===== src/lpm_pkg.sv =====
// Purpose: Shared constants and types for the link pin mode control block.
// Assumes: Registers are 8 bits wide and reached over a simple byte port.
// Notes: Offsets are the byte addresses of the serial control bus.
package lpm_pkg;

  // ----------------------------------------------------------------------
  // Register offsets and reset values
  // ----------------------------------------------------------------------
  localparam logic [7:0] PAIR_ONE_TWO_OFFSET = 8'h0E;
  localparam logic [7:0] PIN_THREE_OFFSET = 8'h0F;
  localparam logic [7:0] PAIR_FIVE_SIX_OFFSET = 8'h10;
  localparam logic [7:0] CONFIG_RESET = 8'h00;

  // ----------------------------------------------------------------------
  // Field positions
  // ----------------------------------------------------------------------
  localparam int HI_VALUE_BIT = 7;
  localparam int HI_MODE_LSB = 4;
  localparam int LO_VALUE_BIT = 3;
  localparam int LO_MODE_LSB = 0;

  // ----------------------------------------------------------------------
  // Mode codes
  // ----------------------------------------------------------------------
  localparam logic [2:0] MODE_LOCAL_OUT = 3'h1;
  localparam logic [2:0] MODE_LOCAL_IN = 3'h3;
  localparam logic [2:0] MODE_REMOTE_HOLD = 3'h5;
  localparam logic [2:0] MODE_REMOTE_DEFAULT = 3'h7;
  localparam logic [1:0] MODE_FUNC_IN_LOW = 2'h0;
  localparam logic [1:0] MODE_TRISTATE_LOW = 2'h2;
  localparam logic [1:0] SHORT_FUNC_IN = 2'h0;
  localparam logic [1:0] SHORT_OUT = 2'h1;
  localparam logic [1:0] SHORT_TRISTATE = 2'h2;

  // Register access request.
  typedef struct packed {
    logic wr;
    logic rd;
    logic [7:0] addr;
    logic [7:0] wdata;
  } lpm_req_t;

  // Per-port configuration bytes.
  typedef struct packed {
    logic [7:0] pair_one_two;
    logic [7:0] pin_three;
    logic [7:0] pair_five_six;
  } lpm_port_cfg_t;

  // Whole block state.
  typedef struct packed {
    lpm_port_cfg_t [1:0] cfg;
    logic [1:0][2:0] remote_level;
    logic [1:0][2:0] held_level;
    logic [1:0][4:0] pin_out;
    logic [1:0][4:0] pin_oe;
    logic [1:0][4:0] pin_sampled;
    logic [7:0] rdata;
  } lpm_state_t;

endpackage


===== src/lpm_link_pin_mode_control.sv =====
// Purpose: Mode and output-value control of the link pins on both link ports.
// Assumes: Remote levels and link detect are synchronous to clk.
// Notes: Pins per port: one, two, three (remote capable), five, six (register only).
`timescale 1ns/1ps
module lpm_link_pin_mode_control (
  input wire logic clk,
  input wire logic arst_n,
  input wire logic second_port_select,
  input wire lpm_pkg::lpm_req_t req,
  output logic [7:0] rdata,
  input wire logic [1:0] link_detect,
  input wire logic [1:0] remote_valid,
  input wire logic [1:0][2:0] remote_level,
  input wire logic [1:0][4:0] pin_in,
  output logic [1:0][4:0] pin_out,
  output logic [1:0][4:0] pin_oe,
  output logic [1:0][4:0] pin_sampled,
  output logic [1:0][2:0] functional_in
);

  lpm_pkg::lpm_state_t state;
  lpm_pkg::lpm_state_t next_state;
  logic [1:0][4:0] pin_meta;
  logic [1:0][4:0] pin_sync;
  logic port;

  // ----------------------------------------------------------------------
  // Pin input synchroniser
  // ----------------------------------------------------------------------
  always_ff @(posedge clk or negedge arst_n) begin
    if (!arst_n) begin
      pin_meta <= '0;
      pin_sync <= '0;
    end else begin
      pin_meta <= pin_in;
      pin_sync <= pin_meta;
    end
  end

  assign port = second_port_select;

  // Decodes one three-bit remote-capable pin; oe, out in {drive, level}.
  function automatic logic [1:0] decode3(input logic [2:0] mode, input logic value,
                                         input logic link, input logic held,
                                         input logic rem);
    logic [1:0] r;
    r = 2'b00;
    case (mode)
      lpm_pkg::MODE_LOCAL_OUT: r = {1'b1, value};
      lpm_pkg::MODE_REMOTE_HOLD: r = {1'b1, link ? rem : held};
      lpm_pkg::MODE_REMOTE_DEFAULT: r = {1'b1, link ? rem : value};
      default: r = 2'b00;
    endcase
    return r;
  endfunction

  // Decodes one two-bit register-only pin.
  function automatic logic [1:0] decode2(input logic [1:0] mode, input logic value);
    logic [1:0] r;
    r = 2'b00;
    case (mode)
      lpm_pkg::SHORT_OUT: r = {1'b1, value};
      default: r = 2'b00;
    endcase
    return r;
  endfunction

  // ----------------------------------------------------------------------
  // Next state
  // ----------------------------------------------------------------------
  always_comb begin
    logic [2:0] m1;
    logic [2:0] m2;
    logic [2:0] m3;
    logic [1:0] d;
    logic [7:0] sel;
    next_state = state;
    m1 = '0;
    m2 = '0;
    m3 = '0;
    d = '0;
    sel = '0;
    if (req.wr) begin
      case (req.addr)
        lpm_pkg::PAIR_ONE_TWO_OFFSET: next_state.cfg[port].pair_one_two = req.wdata;
        lpm_pkg::PIN_THREE_OFFSET: next_state.cfg[port].pin_three = {4'h0, req.wdata[3:0]};
        lpm_pkg::PAIR_FIVE_SIX_OFFSET: next_state.cfg[port].pair_five_six =
          {req.wdata[7], 1'b0, req.wdata[5:4], req.wdata[3], 1'b0, req.wdata[1:0]};
        default: next_state.cfg = state.cfg;
      endcase
    end
    case (req.addr)
      lpm_pkg::PAIR_ONE_TWO_OFFSET: sel = state.cfg[port].pair_one_two;
      lpm_pkg::PIN_THREE_OFFSET: sel = state.cfg[port].pin_three;
      lpm_pkg::PAIR_FIVE_SIX_OFFSET: sel = state.cfg[port].pair_five_six;
      default: sel = 8'h00;
    endcase
    next_state.rdata = req.rd ? sel : state.rdata;
    for (int p = 0; p < 2; p++) begin
      if (remote_valid[p]) begin
        next_state.remote_level[p] = remote_level[p];
      end
      m1 = state.cfg[p].pair_one_two[lpm_pkg::LO_MODE_LSB +: 3];
      m2 = state.cfg[p].pair_one_two[lpm_pkg::HI_MODE_LSB +: 3];
      m3 = state.cfg[p].pin_three[lpm_pkg::LO_MODE_LSB +: 3];
      d = decode3(m1, state.cfg[p].pair_one_two[lpm_pkg::LO_VALUE_BIT], link_detect[p],
                  state.held_level[p][0], state.remote_level[p][0]);
      next_state.pin_oe[p][0] = d[1];
      next_state.pin_out[p][0] = d[0];
      d = decode3(m2, state.cfg[p].pair_one_two[lpm_pkg::HI_VALUE_BIT], link_detect[p],
                  state.held_level[p][1], state.remote_level[p][1]);
      next_state.pin_oe[p][1] = d[1];
      next_state.pin_out[p][1] = d[0];
      d = decode3(m3, state.cfg[p].pin_three[lpm_pkg::LO_VALUE_BIT], link_detect[p],
                  state.held_level[p][2], state.remote_level[p][2]);
      next_state.pin_oe[p][2] = d[1];
      next_state.pin_out[p][2] = d[0];
      d = decode2(state.cfg[p].pair_five_six[1:0],
                  state.cfg[p].pair_five_six[lpm_pkg::LO_VALUE_BIT]);
      next_state.pin_oe[p][3] = d[1];
      next_state.pin_out[p][3] = d[0];
      d = decode2(state.cfg[p].pair_five_six[5:4],
                  state.cfg[p].pair_five_six[lpm_pkg::HI_VALUE_BIT]);
      next_state.pin_oe[p][4] = d[1];
      next_state.pin_out[p][4] = d[0];
      // The held level follows the remote level while linked, so link loss freezes it.
      if (link_detect[p]) begin
        next_state.held_level[p] = state.remote_level[p];
      end
      next_state.pin_sampled[p] = pin_sync[p];
    end
  end

  always_ff @(posedge clk or negedge arst_n) begin
    if (!arst_n) begin
      state <= '0;
    end else begin
      state <= next_state;
    end
  end

  // ----------------------------------------------------------------------
  // Outputs
  // ----------------------------------------------------------------------
  assign rdata = state.rdata;
  assign pin_out = state.pin_out;
  assign pin_oe = state.pin_oe;
  assign pin_sampled = state.pin_sampled;

  always_comb begin
    for (int p = 0; p < 2; p++) begin
      functional_in[p][0] = 1'b0;
      functional_in[p][1] =
        (state.cfg[p].pair_one_two[5:4] == lpm_pkg::MODE_FUNC_IN_LOW);
      functional_in[p][2] =
        (state.cfg[p].pin_three[1:0] == lpm_pkg::MODE_FUNC_IN_LOW);
    end
  end
endmodule


===== config.mk =====
export PLATFORM = sky130hd
export DESIGN_NAME = lpm_link_pin_mode_control
export DESIGN_NICKNAME = d
export VERILOG_FILES = /design/src/lpm_pkg.sv /design/src/lpm_link_pin_mode_control.sv
export SDC_FILE = /design/constraint.sdc
export NUM_CORES = 1
export LEC_CHECK = 0
export BUFFER_PORTS_ARGS = -buffer_cell sky130_fd_sc_hd__buf_2
export CAP_MARGIN = 20
export CORE_MARGIN = 2
export CORE_UTILIZATION = 38
export DETAILED_ROUTE_END_ITERATION = 10
export GPL_ROUTABILITY_DRIVEN = 0
export MAX_ROUTING_LAYER = met4
export SLEW_MARGIN = 20
export SYNTH_ARGS = -nofsm -noshare
export SYNTH_HDL_FRONTEND = slang
export SYNTH_SLANG_ARGS = --single-unit

===== constraint.sdc =====
create_clock -name clk -period 1.9 [get_ports clk]
set_input_delay 0 -clock clk [delete_from_list [all_inputs] [get_ports clk]]
set_output_delay 0 -clock clk [all_outputs]
set_load 0.03 [all_outputs]

==> summary.md, run 1 <==
| Metric | Value |
|---|---|
| Mapped cell area | `0.00489 mm2` |
| Worst-path fanout max | `6` |
| Data arrival time of the critical path | `around 1.8 ns` |
| Clock latency on the worst-skew pair | `0.41 ns` |
| Distinct cells, synth | `40` |
| First-pass GRT wire length | `between 15000 and 20000 um` |
| Final Cell Area | `just over 0.006 mm2` |
| Outcome | `complete, no violations` |
| Async SR Flop Fraction | `between 90% and 100%` |
| Via-to-Cell Ratio | `4.83` |
| Final setup viols | `0` |
| DRC | `0` |
| Die ar. | `0.0138 mm2` |
| CTS clk-pin slew, worst paths | `0.05 ns` |
| Upper clock frequency limit | `668 MHz` |
| Register area | `0.00295 mm2` |
| CTS H-tree lvls | `4` |
| PD cells | `982 mW/mm2` |
| Chip width | `117 um` |
| Multi-input gate area | `about 0.0016 mm2` |
| Placed cell count | `582` |
| GRT Total Usage | `between 15 and 20%` |
| Sequential element share of the synthesized area | `60.4%` |
| Gate Count Post-Synth | `369` |
| Normalized max-slew margin | `65.4%` |
| Ports | `85` |
| Setup Fix Bufs, Post-CTS | `0` |
| MaxCap Viol Count | `0` |
| Crit start category | `flip-flop` |
| DR pass1 iterations | `4` |
| Buffers on Ports | `82` |
| Peak VDD IR | `0.000447 V` |
| Synth cell count leaders | `dfrtp_1 (118), mux2_2 (43), buf_4 (42), o21ai_0 (17), and2_1 (16)` |
| Die Span Y | `117 um` |
| Synth top area cells | `dfrtp_1 (60%), mux2_2 (9.9%), buf_4 (6.4%)` |
| Avg Inst Size Synth | `13.3 um2` |
| Share of layout cells above drive strength 1 | `36.7%` |
| Final Max Slew Viols | `0` |
| Via count | `between 3000 and 4000` |
| Clk root buf | `clkbuf_16` |
| CP Class | `flip-flop to flip-flop` |
| CP required | `2.19 ns` |
| Slew @ Worst Pin | `about 0.5 ns` |
| P_leak | `roughly 3.0 nW` |
| Cell taking the most area after synthesis | `dfrtp_1` |
| Final worst path period need | `1.50 ns` |
| Total congestion overflow | `0` |
| Most common cell in the synthesized netlist | `dfrtp_1` |
| Diode count | `0` |
| Vias in the first global route | `3175` |
| Clock tree buffer depth | `2` |
| CTS Hold Bufs | `34` |
| WL/cell | `15.4 um` |
| Skew final | `0.00565 ns` |
| Nets | `504` |
| EDFF count, synth | `0` |
| PostCTS Resize Cnt | `0` |
| Pin count of the biggest net entering global routing | `67` |
| Initial DRC Count | `180` |
| Primary FF master, synth | `dfrtp_1` |
| Initial core utilization | `38.8%` |
| Yosys reg bits | `118` |
| Non-Filler Instances | `about 650` |
| Hold WC Path Type | `input pin to flip-flop` |
| CTS buffer count | `17` |
| Share of the synthesized area in the top cell type | `60.4%` |
| Cell Area, Placed | `~0.0052 mm2` |
| Hpwl dp | `a little under 7000 um` |
| Setup TNS | `0 ns` |
| CTS tree | `done` |
| Final hold vios | `0` |
| Std cell rows | `approximately 40` |
| Fillers | `1148` |
| Ys Warns | `0` |
| CTS sink cnt | `118` |
| Post-route clock period utilization | `about four fifths` |
| Worst setup EP type | `flip-flop` |
| RSZ-0062 raised after global routing | `no` |
| Initial antenna violation count | `0` |
| Post-route ant nets | `0` |
| Core ar. | `between 0.01 and 0.015 mm2` |
| Post-Route WL | `9980 um` |
| Layout area overhead | `25.4%` |
power breakdown:
group          total, mW  internal (mW)  switching [mW]
clock network       2.99           1.93            1.06
logic              0.391          0.175           0.216
registers           2.65           2.60          0.0472
final timing paths:
kind                            slack (ns)             end          start  cells after the start
worst max-delay path                  0.40        rdata[1]      flip-flop                      4
worst min register to register        0.35  pin_sampled[0]  next_state[8]                      0
min in group asynchronous             0.04     pin_meta[0]         arst_n                      2
max in group asynchronous             1.16  pin_sampled[5]         arst_n                      3
worst min-delay path                  0.03       flip-flop        req[14]                      4
worst max register to register        0.40        rdata[1]      flip-flop                      4
worst max-delay path: stages, from the launching register on:
cell and delay, ns:
dfrtp_1 0.45, mux4_2 0.52, nand3_1 0.10, o21ai_0 0.09, a22o_1 0.21
cell usage in the layout (no fill, tap or decap), types with 10 or more instances in the layout:
| cell type | count |
|---|---|
| and2_1 | 16 |
| buf_2 | 81 |
| clkbuf_16 | 17 |
| dfrtp_1 | 118 |
| dlygate4sd3_1 | 34 |
| inv_1 | 11 |
| mux2_2 | 43 |
| mux2i_1 | 10 |
| nand2_1 | 14 |
| nor2b_1 | 15 |
| o21ai_0 | 17 |
cells by family (layout without fill, tap and decap cells):
kind of cell / after synthesis / count (layout) / synth area share [%]
muxes: 58 / 58 / 14.2
DFF: 118 / 118 / 60.4
AOI/OAI and AO/OA: 46 / 46 / 6.24
other: 1 / 2 / 0.0767
and+or+nand+nor: 86 / 86 / 11.2
buffers and inverters: 60 / 164 / 7.93
final cells by class:
class,count,area share [%]
Clock buffer,19,7.22
Clock inverter,11,1.79
Inverter,11,0.673
Multi-Input combinational cell,192,25.3
Sequential cell,118,48.1
Tap cell,172,3.51
Timing Repair Buffer,123,13.3
per-layer routing:
metal	share of wire (%)	routed length [um]	GRT usage, %	vias to the layer above
met1	45	4490	19.9	1590
met4	1.8	184	7.00	0
met5	0	0	-	-
met2	49	4900	25.0	73
li1	-	-	-	1438
met3	4.0	395	3.92	16
stage by stage:
step,hold WS [ns],setup WS [ns],power (mW),util (%)
4_1_cts,0.00981,0.393,6.10,48.6
6_report,0.0349,0.404,6.03,48.6
5_1_grt,0.0540,0.350,6.27,48.6
3_3_place_gp,-0.0919,0.401,3.02,41.5
2_1_floorplan,-0.296,0.590,2.87,-
3_5_place_dp,-0.0878,0.374,3.03,41.5
No activity file was read; power rests on OpenSTA's default activity.
==> inputs of run 2 (changes only) <==
- ABC_AREA: unset -> 1
- clock period: 1.9 -> 1.49 ns (I/O delays scaled with it)
==> run 2 against run 1 <==
Effect of this change: flip-flop and latch count stayed put; combinational power is 100% higher; cell area is 7.7% higher; clock skew is 0.0027 ns higher; largest cell class unchanged; wire length is 24% higher.
==> summary.md, run 2 <==
| Metric | Value |
|---|---|
| Outcome | `complete, no violations` |
| Worst setup EP type | `flip-flop` |
| NetSw | `1.95 mW` |
| Crit start category | `flip-flop` |
| First-pass GRT wire length | `slightly below 20000 um` |
| Post-route clock period utilization | `roughly 90%` |
| Final setup viols | `0` |
| Final worst path period need | `1.32 ns` |
| Hold WC Path Type | `input pin to async pin` |
| Commonest non-fill, non-tap cell in the layout | `nand2_1` |
| Primary FF master, synth | `dfrtp_1` |
| Setup TNS | `0 ns` |
| Adder-cell share of the synthesized area | `0%` |
| Final Max Slew Viols | `0` |
| Cell taking the most area after synthesis | `dfrtp_1` |
| CTS buffer count | `17` |
| PostCTS Resize Cnt | `0` |
| Vias in the first global route | `slightly above 4000` |
| Commonest non-fill, non-tap cells in the layout | `nand2_1 (204), dfrtp_1 (118), buf_2 (81)` |
| PD cells | `1220 mW/mm2` |
| CP Class | `flip-flop to flip-flop` |
| Via count | `~4200` |
| Sequential element share of the synthesized area | `54.9%` |
| Simple-gate portion of the synthesized area | `21.9%` |
| Mapped cell area | `between 0.005 and 0.006 mm2` |
| Final Cell Area | `0.00661 mm2` |
| Die ar. | `between 0.015 and 0.02 mm2` |
| Peak VDD IR | `0.000749 V` |
| Ys Warns | `0` |
| Fillers | `1319` |
| Post-route ant nets | `0` |
| Pint | `between 6 and 7 mW` |
| DR pass1 iterations | `4` |
| Yosys reg bits | `118` |
| CTS sink cnt | `118` |
| Pin count of the biggest net entering global routing | `44` |
| EDFF count, synth | `0` |
| Gate Count Post-Synth | `620` |
| Metal2 WL | `5750 um` |
| CP max stage delay | `between 0.5 and 0.6 ns` |
| Max layer used | `met4` |
| Setup Fix Bufs, Post-CTS | `0` |
| MaxCap Viol Count | `0` |
| Switching portion of total power | `24.2%` |
| Post-Synth XOR/XNOR Area | `0%` |
| Worst-path cell chain | `mux2_2, dlygate4sd3_1` |
| CP required | `around 1.8 ns` |
| DRC | `0` |
| Hpwl dp | `8740 um` |
| Most common cell in the synthesized netlist | `nand2_1` |
| Initial core utilization | `38.9%` |
| Slowest cell on crit path | `dlygate4sd3_1` |
| Layout area overhead | `22.8%` |
| Diode count | `0` |
| Total Power | `8.08 mW` |
| Distinct cells, synth | `27` |
| Clock latency on the worst-skew pair | `a little over 0.4 ns` |
| Final hold vios | `0` |
| Initial antenna violation count | `0` |
| Clock tree buffer depth | `2` |
| Worst-path fanout max | `2` |
| Nets | `between 700 and 800` |
| CTS Hold Bufs | `34` |
| P_leak | `between 3 and 4 nW` |
| Largest family of logic cells by synthesized area | `simple AND/OR/NAND/NOR gates` |
| Synth top area cells | `dfrtp_1 (55%), nand2_1 (14%), buf_4 (5.9%)` |
| Std cell rows | `43` |
| Synth cell count leaders | `nand2_1 (204), dfrtp_1 (118), inv_1 (59), o21ai_0 (50), buf_4 (42)` |
| CTS H-tree lvls | `4` |
| Initial DRC Count | `262` |
| Clk network pwr share | `roughly 48%` |
| Chip width | `roughly 120 um` |
| Cell Area, Placed | `between 0.005 and 0.006 mm2` |
| Async SR Flop Fraction | `100%` |
| Upper clock frequency limit | `between 700 and 800 MHz` |
| Sequential share of power | `42.7%` |
| WL/cell | `13.8 um` |
| Metal3 WL | `767 um` |
| Die Span Y | `123 um` |
| Avg Inst Size Synth | `8.68 um2` |
| Share of the synthesized area in the top cell type | `54.9%` |
| Data arrival time of the critical path | `1.60 ns` |
| Skew final | `0.00838 ns` |
| GRT Total Usage | `17.8%` |
| CTS tree | `done` |
| RSZ-0062 raised after global routing | `no` |
| Compound-cell area share of the yosys netlist | `9.37%` |
| Via-to-Cell Ratio | `4.69` |
| Buffers on Ports | `82` |
| Comb power frac | `9.7%` |
| CTS clk-pin slew, worst paths | `0.05 ns` |
| Clk root buf | `clkbuf_16` |
| Total congestion overflow | `0` |
| Share of layout cells above drive strength 1 | `21.4%` |
| Ports | `85` |
| Multiplexer share of the synthesized area | `1.26%` |
| Post-Route WL | `about 12000 um` |
| Core ar. | `0.0138 mm2` |
| Met1 WL | `5630 um` |
-- run 2: changes by cell type in the layout (fill, tap and decap cells not counted), moves of 8 or more --
cell     change
o21ai_0     +33
inv_1       +48
inv_2        +8
mux2_2      -37
a21oi_1     +10
nor2_1      +22
nand2_1    +190
nand3_1      +8
and2_1      -16
mux2i_1     -10
nor2b_1     -15
o21ai_1     +18
-- run 2: cells by family (layout without fill, tap and decap cells) --
| logic type | Yosys count | in the layout |
|---|---|---|
| AO/OA/AOI/OAI | 97 | 97 |
| other | 1 | 2 |
| AND/OR/NAND/NOR | 272 | 272 |
| buffers and inverters | 126 | 225 |
| multiplexers | 6 | 6 |
| flip-flops | 118 | 118 |
-- run 2: per-layer routing --
layer,vias up,global-route usage (%)
li1,2075,-
met1,1998,22.8
met2,134,27.1
met3,17,4.80
met4,0,6.75
met5,-,-
-- run 2: final cells by class --
type	instances	area (um2)	share of cell area, %
inverter	68	255	3.86
timing repair buffer	127	861	13.0
multi-input combinational	377	1760	26.6
sequential	118	2950	44.7
tap	180	225	3.41
clock buffer	20	447	6.76
clock inverter	10	108	1.63
-- run 2: worst max-delay path, delay by kind of cell, from the launching register on --
kind     cells  cell delay, ns
flops        1            0.37
mux          1            0.26
buf+inv      1            0.57
-- run 2: final timing paths --
kind / cells after the start / slack [ns] / endpoint / from
setup / recovery: 2 / 0.17 / state[48] / state[48]
hold / removal: 2 / 0.08 / pin_sampled[4] / arst_n
setup reg to reg: 2 / 0.17 / state[48] / state[48]
hold reg to reg: 0 / 0.34 / next_state[10] / pin_meta[2]
max in group asynchronous: 3 / 0.81 / pin_meta[1] / arst_n
min in group clk: 4 / 0.09 / flip-flop / second_port_select
-- run 2: power groups by stage --
stage                     Sequential [mW]  Clock (mW)  Combinational (mW)
after floorplan                      3.48           0               0.508
after global placement               3.50           0               0.697
after detailed placement             3.51           0               0.710
after CTS                            3.45        3.93               0.792
after global routing                 3.47        4.09               0.879
final                                3.45        3.84               0.787
-- run 2: through the flow --
stage	setup WS [ns]	hold WS, ns	cells	util (%)
final	0.172	0.0794	900	47.8
after global routing	0.148	0.0961	900	47.8
after CTS	0.189	0.0540	900	47.8
after detailed placement	0.207	-0.0338	836	41.3
after global placement	0.227	-0.0456	836	41.3
after floorplan	0.574	-0.296	621	-
==> inputs of run 3 (changes only) <==
- ABC_AREA: 1 -> unset
- GPL_ROUTABILITY_DRIVEN: 0 -> unset
==> run 3 against run 2 <==
Effect of this change: final cell count down 26%; power down 5.9%; cell area down 4.7%; clock power down 4%; die area down 8.8%; wire length down 19%; highest routed layer unchanged.
==> summary.md, run 3 (synthesis results as in run 1) <==
| Metric | Value |
|---|---|
| Outcome | `complete, no violations` |
| Slowest cell on crit path | `mux4_2` |
| Final worst path period need | `roughly 1.4 ns` |
| CP Class | `flip-flop to flip-flop` |
| P_leak | `3.06 nW` |
| DRC | `0` |
| R2R depth | `4` |
| RSZ-0062 raised after global routing | `no` |
| HP Start | `req[17]` |
| Initial antenna violation count | `0` |
| Std cell rows | `between 40 and 50` |
| Total congestion overflow | `0` |
| GRT Total Usage | `15.8%` |
| Hold Crit Depth | `3` |
| Cell Area, Placed | `0.00541 mm2` |
| Hpwl dp | `roughly 7100 um` |
| Peak VDD IR | `0.000533 V` |
| CTS H-tree lvls | `4` |
| CTS clk-pin slew, worst paths | `0.05 ns` |
| Multi-input gate area | `about 0.0016 mm2` |
| Post-route clock period utilization | `94.9%` |
| Commonest non-fill, non-tap cell in the layout | `dfrtp_1` |
| Worst-path fanout max | `4` |
| Initial core utilization | `38.8%` |
| Core ar. | `0.0126 mm2` |
| Reg2reg end | `rdata[3]` |
| MaxCap Viol Count | `0` |
| Data arrival time of the critical path | `1.71 ns` |
| PD cells | `around 1200 mW/mm2` |
| PostCTS Resize Cnt | `0` |
| Initial DRC Count | `152` |
| Clk root buf | `clkbuf_16` |
| Via count | `3121` |
| Post-Route WL | `just over 10000 um` |
| Fin Hold WS | `0.0634 ns` |
| CP required | `1.78 ns` |
| DR pass1 iterations | `4` |
| CP max stage delay | `0.49 ns` |
| Die Span Y | `approximately 120 um` |
| Clock tree buffer depth | `2` |
| Diode count | `0` |
| Final Cell Area | `0.00630 mm2` |
| Register area | `0.00295 mm2` |
| Final Max Slew Viols | `0` |
| Chip width | `approximately 120 um` |
| Clock latency on the worst-skew pair | `0.41 ns` |
| Setup TNS | `0 ns` |
| Worst-path cell chain | `mux4_2, nand3_1, o21ai_0, a22o_1` |
| Share of layout cells above drive strength 1 | `between 30% and 40%` |
| WL/cell | `between 15 and 20 um` |
| Fillers | `1136` |
| Buffers on Ports | `a little over 80` |
| Layout area overhead | `28.7%` |
| Upper clock frequency limit | `707 MHz` |
| Placer Congestion | `0.831` |
| CTS buffer count | `17` |
| CTS sink cnt | `between 100 and 150` |
| CP bufs+invs | `0` |
| Final setup viols | `0` |
| Reg2reg setup slack | `0.08 ns` |
| Vias in the first global route | `3123` |
| Cell family with most CP delay | `multiplexers` |
| Skew final | `0.00498 ns` |
| Worst setup EP type | `flip-flop` |
| First-pass GRT wire length | `16100 um` |
| Die ar. | `0.0138 mm2` |
| Pin count of the biggest net entering global routing | `45` |
| Commonest non-fill, non-tap cells in the layout | `dfrtp_1 (118), buf_2 (81), mux2_2 (43)` |
| Nets | `524` |
| Ports | `85` |
| Crit start category | `flip-flop` |
| CTS tree | `done` |
| Final core utilization | `49.9%` |
| Hold WC Path Type | `input pin to flip-flop` |
| Post-route ant nets | `0` |
| Via-to-Cell Ratio | `4.68` |
| Final hold vios | `0` |
-- run 3: cell count changes in the layout (fill, tap and decap cells not counted), sizes merged, moves of 30 or more --
cell,change
mux2,+37
o21ai,-51
nor2,-30
inv,-56
nand2,-195
-- run 3: final cells by class --
type / instances / share of cell area, %
clock buffers: 27 / 7.83
inverters: 11 / 0.656
multi-input cells: 192 / 24.7
clock inverters: 4 / 0.715
repair buffers: 143 / 15.8
flip-flops and latches: 118 / 46.9
well taps: 172 / 3.42
-- run 3: metrics by stage --
step	cells	setup slack, ns	power (mW)
2_1_floorplan	370	0.180	3.66
3_3_place_gp	601	-0.00545	3.88
3_5_place_dp	601	-0.00670	3.89
4_1_cts	666	0.0757	7.71
5_1_grt	667	0.00883	7.93
6_report	667	0.0764	7.60
-- run 3: how the worst max path moves through the flow --
stage	startpoint	endpoint	slack (ns)	cells after the start
floorplan	flip-flop	rdata[1]	0.18	4
global placement	req[13]	flip-flop	-0.005	6
detailed placement	req[13]	flip-flop	-0.007	6
CTS	flip-flop	rdata[3]	0.08	4
global route	flip-flop	rdata[0]	0.009	4
finish	flip-flop	rdata[3]	0.08	4
-- run 3: timing repair --
action / in CTS / in global routing
buffers inserted: 0 / 1
hold endpoints to repair: 178 / 0
setup endpoints to repair: 0 / 1
hold buffers: 34 / 0
-- run 3: layer usage --
layer | share of wire, % | routed length, um | global-route usage, % | vias up
li1 | - | - | - | 1475
met1 | 45 | 4500 | 19.5 | 1554
met2 | 49 | 4950 | 24.6 | 73
met3 | 3.8 | 381 | 3.59 | 19
met4 | 2.3 | 235 | 8.36 | 0
met5 | 0 | 0 | - | -
-- run 3: power breakdown --
part	internal (mW)	total (mW)	leakage, nW	switching [mW]
logic	0.248	0.539	1.24	0.291
registers	3.32	3.37	1.55	0.0529
clock network	2.40	3.69	0.265	1.29
total	5.97	7.60	3.06	1.63
-- run 3: worst min-delay path, delay by kind of cell --
kind,cells,cell delay [ns]
buffers and inverters,1,0.14
AND/OR/NAND/NOR,2,0.29
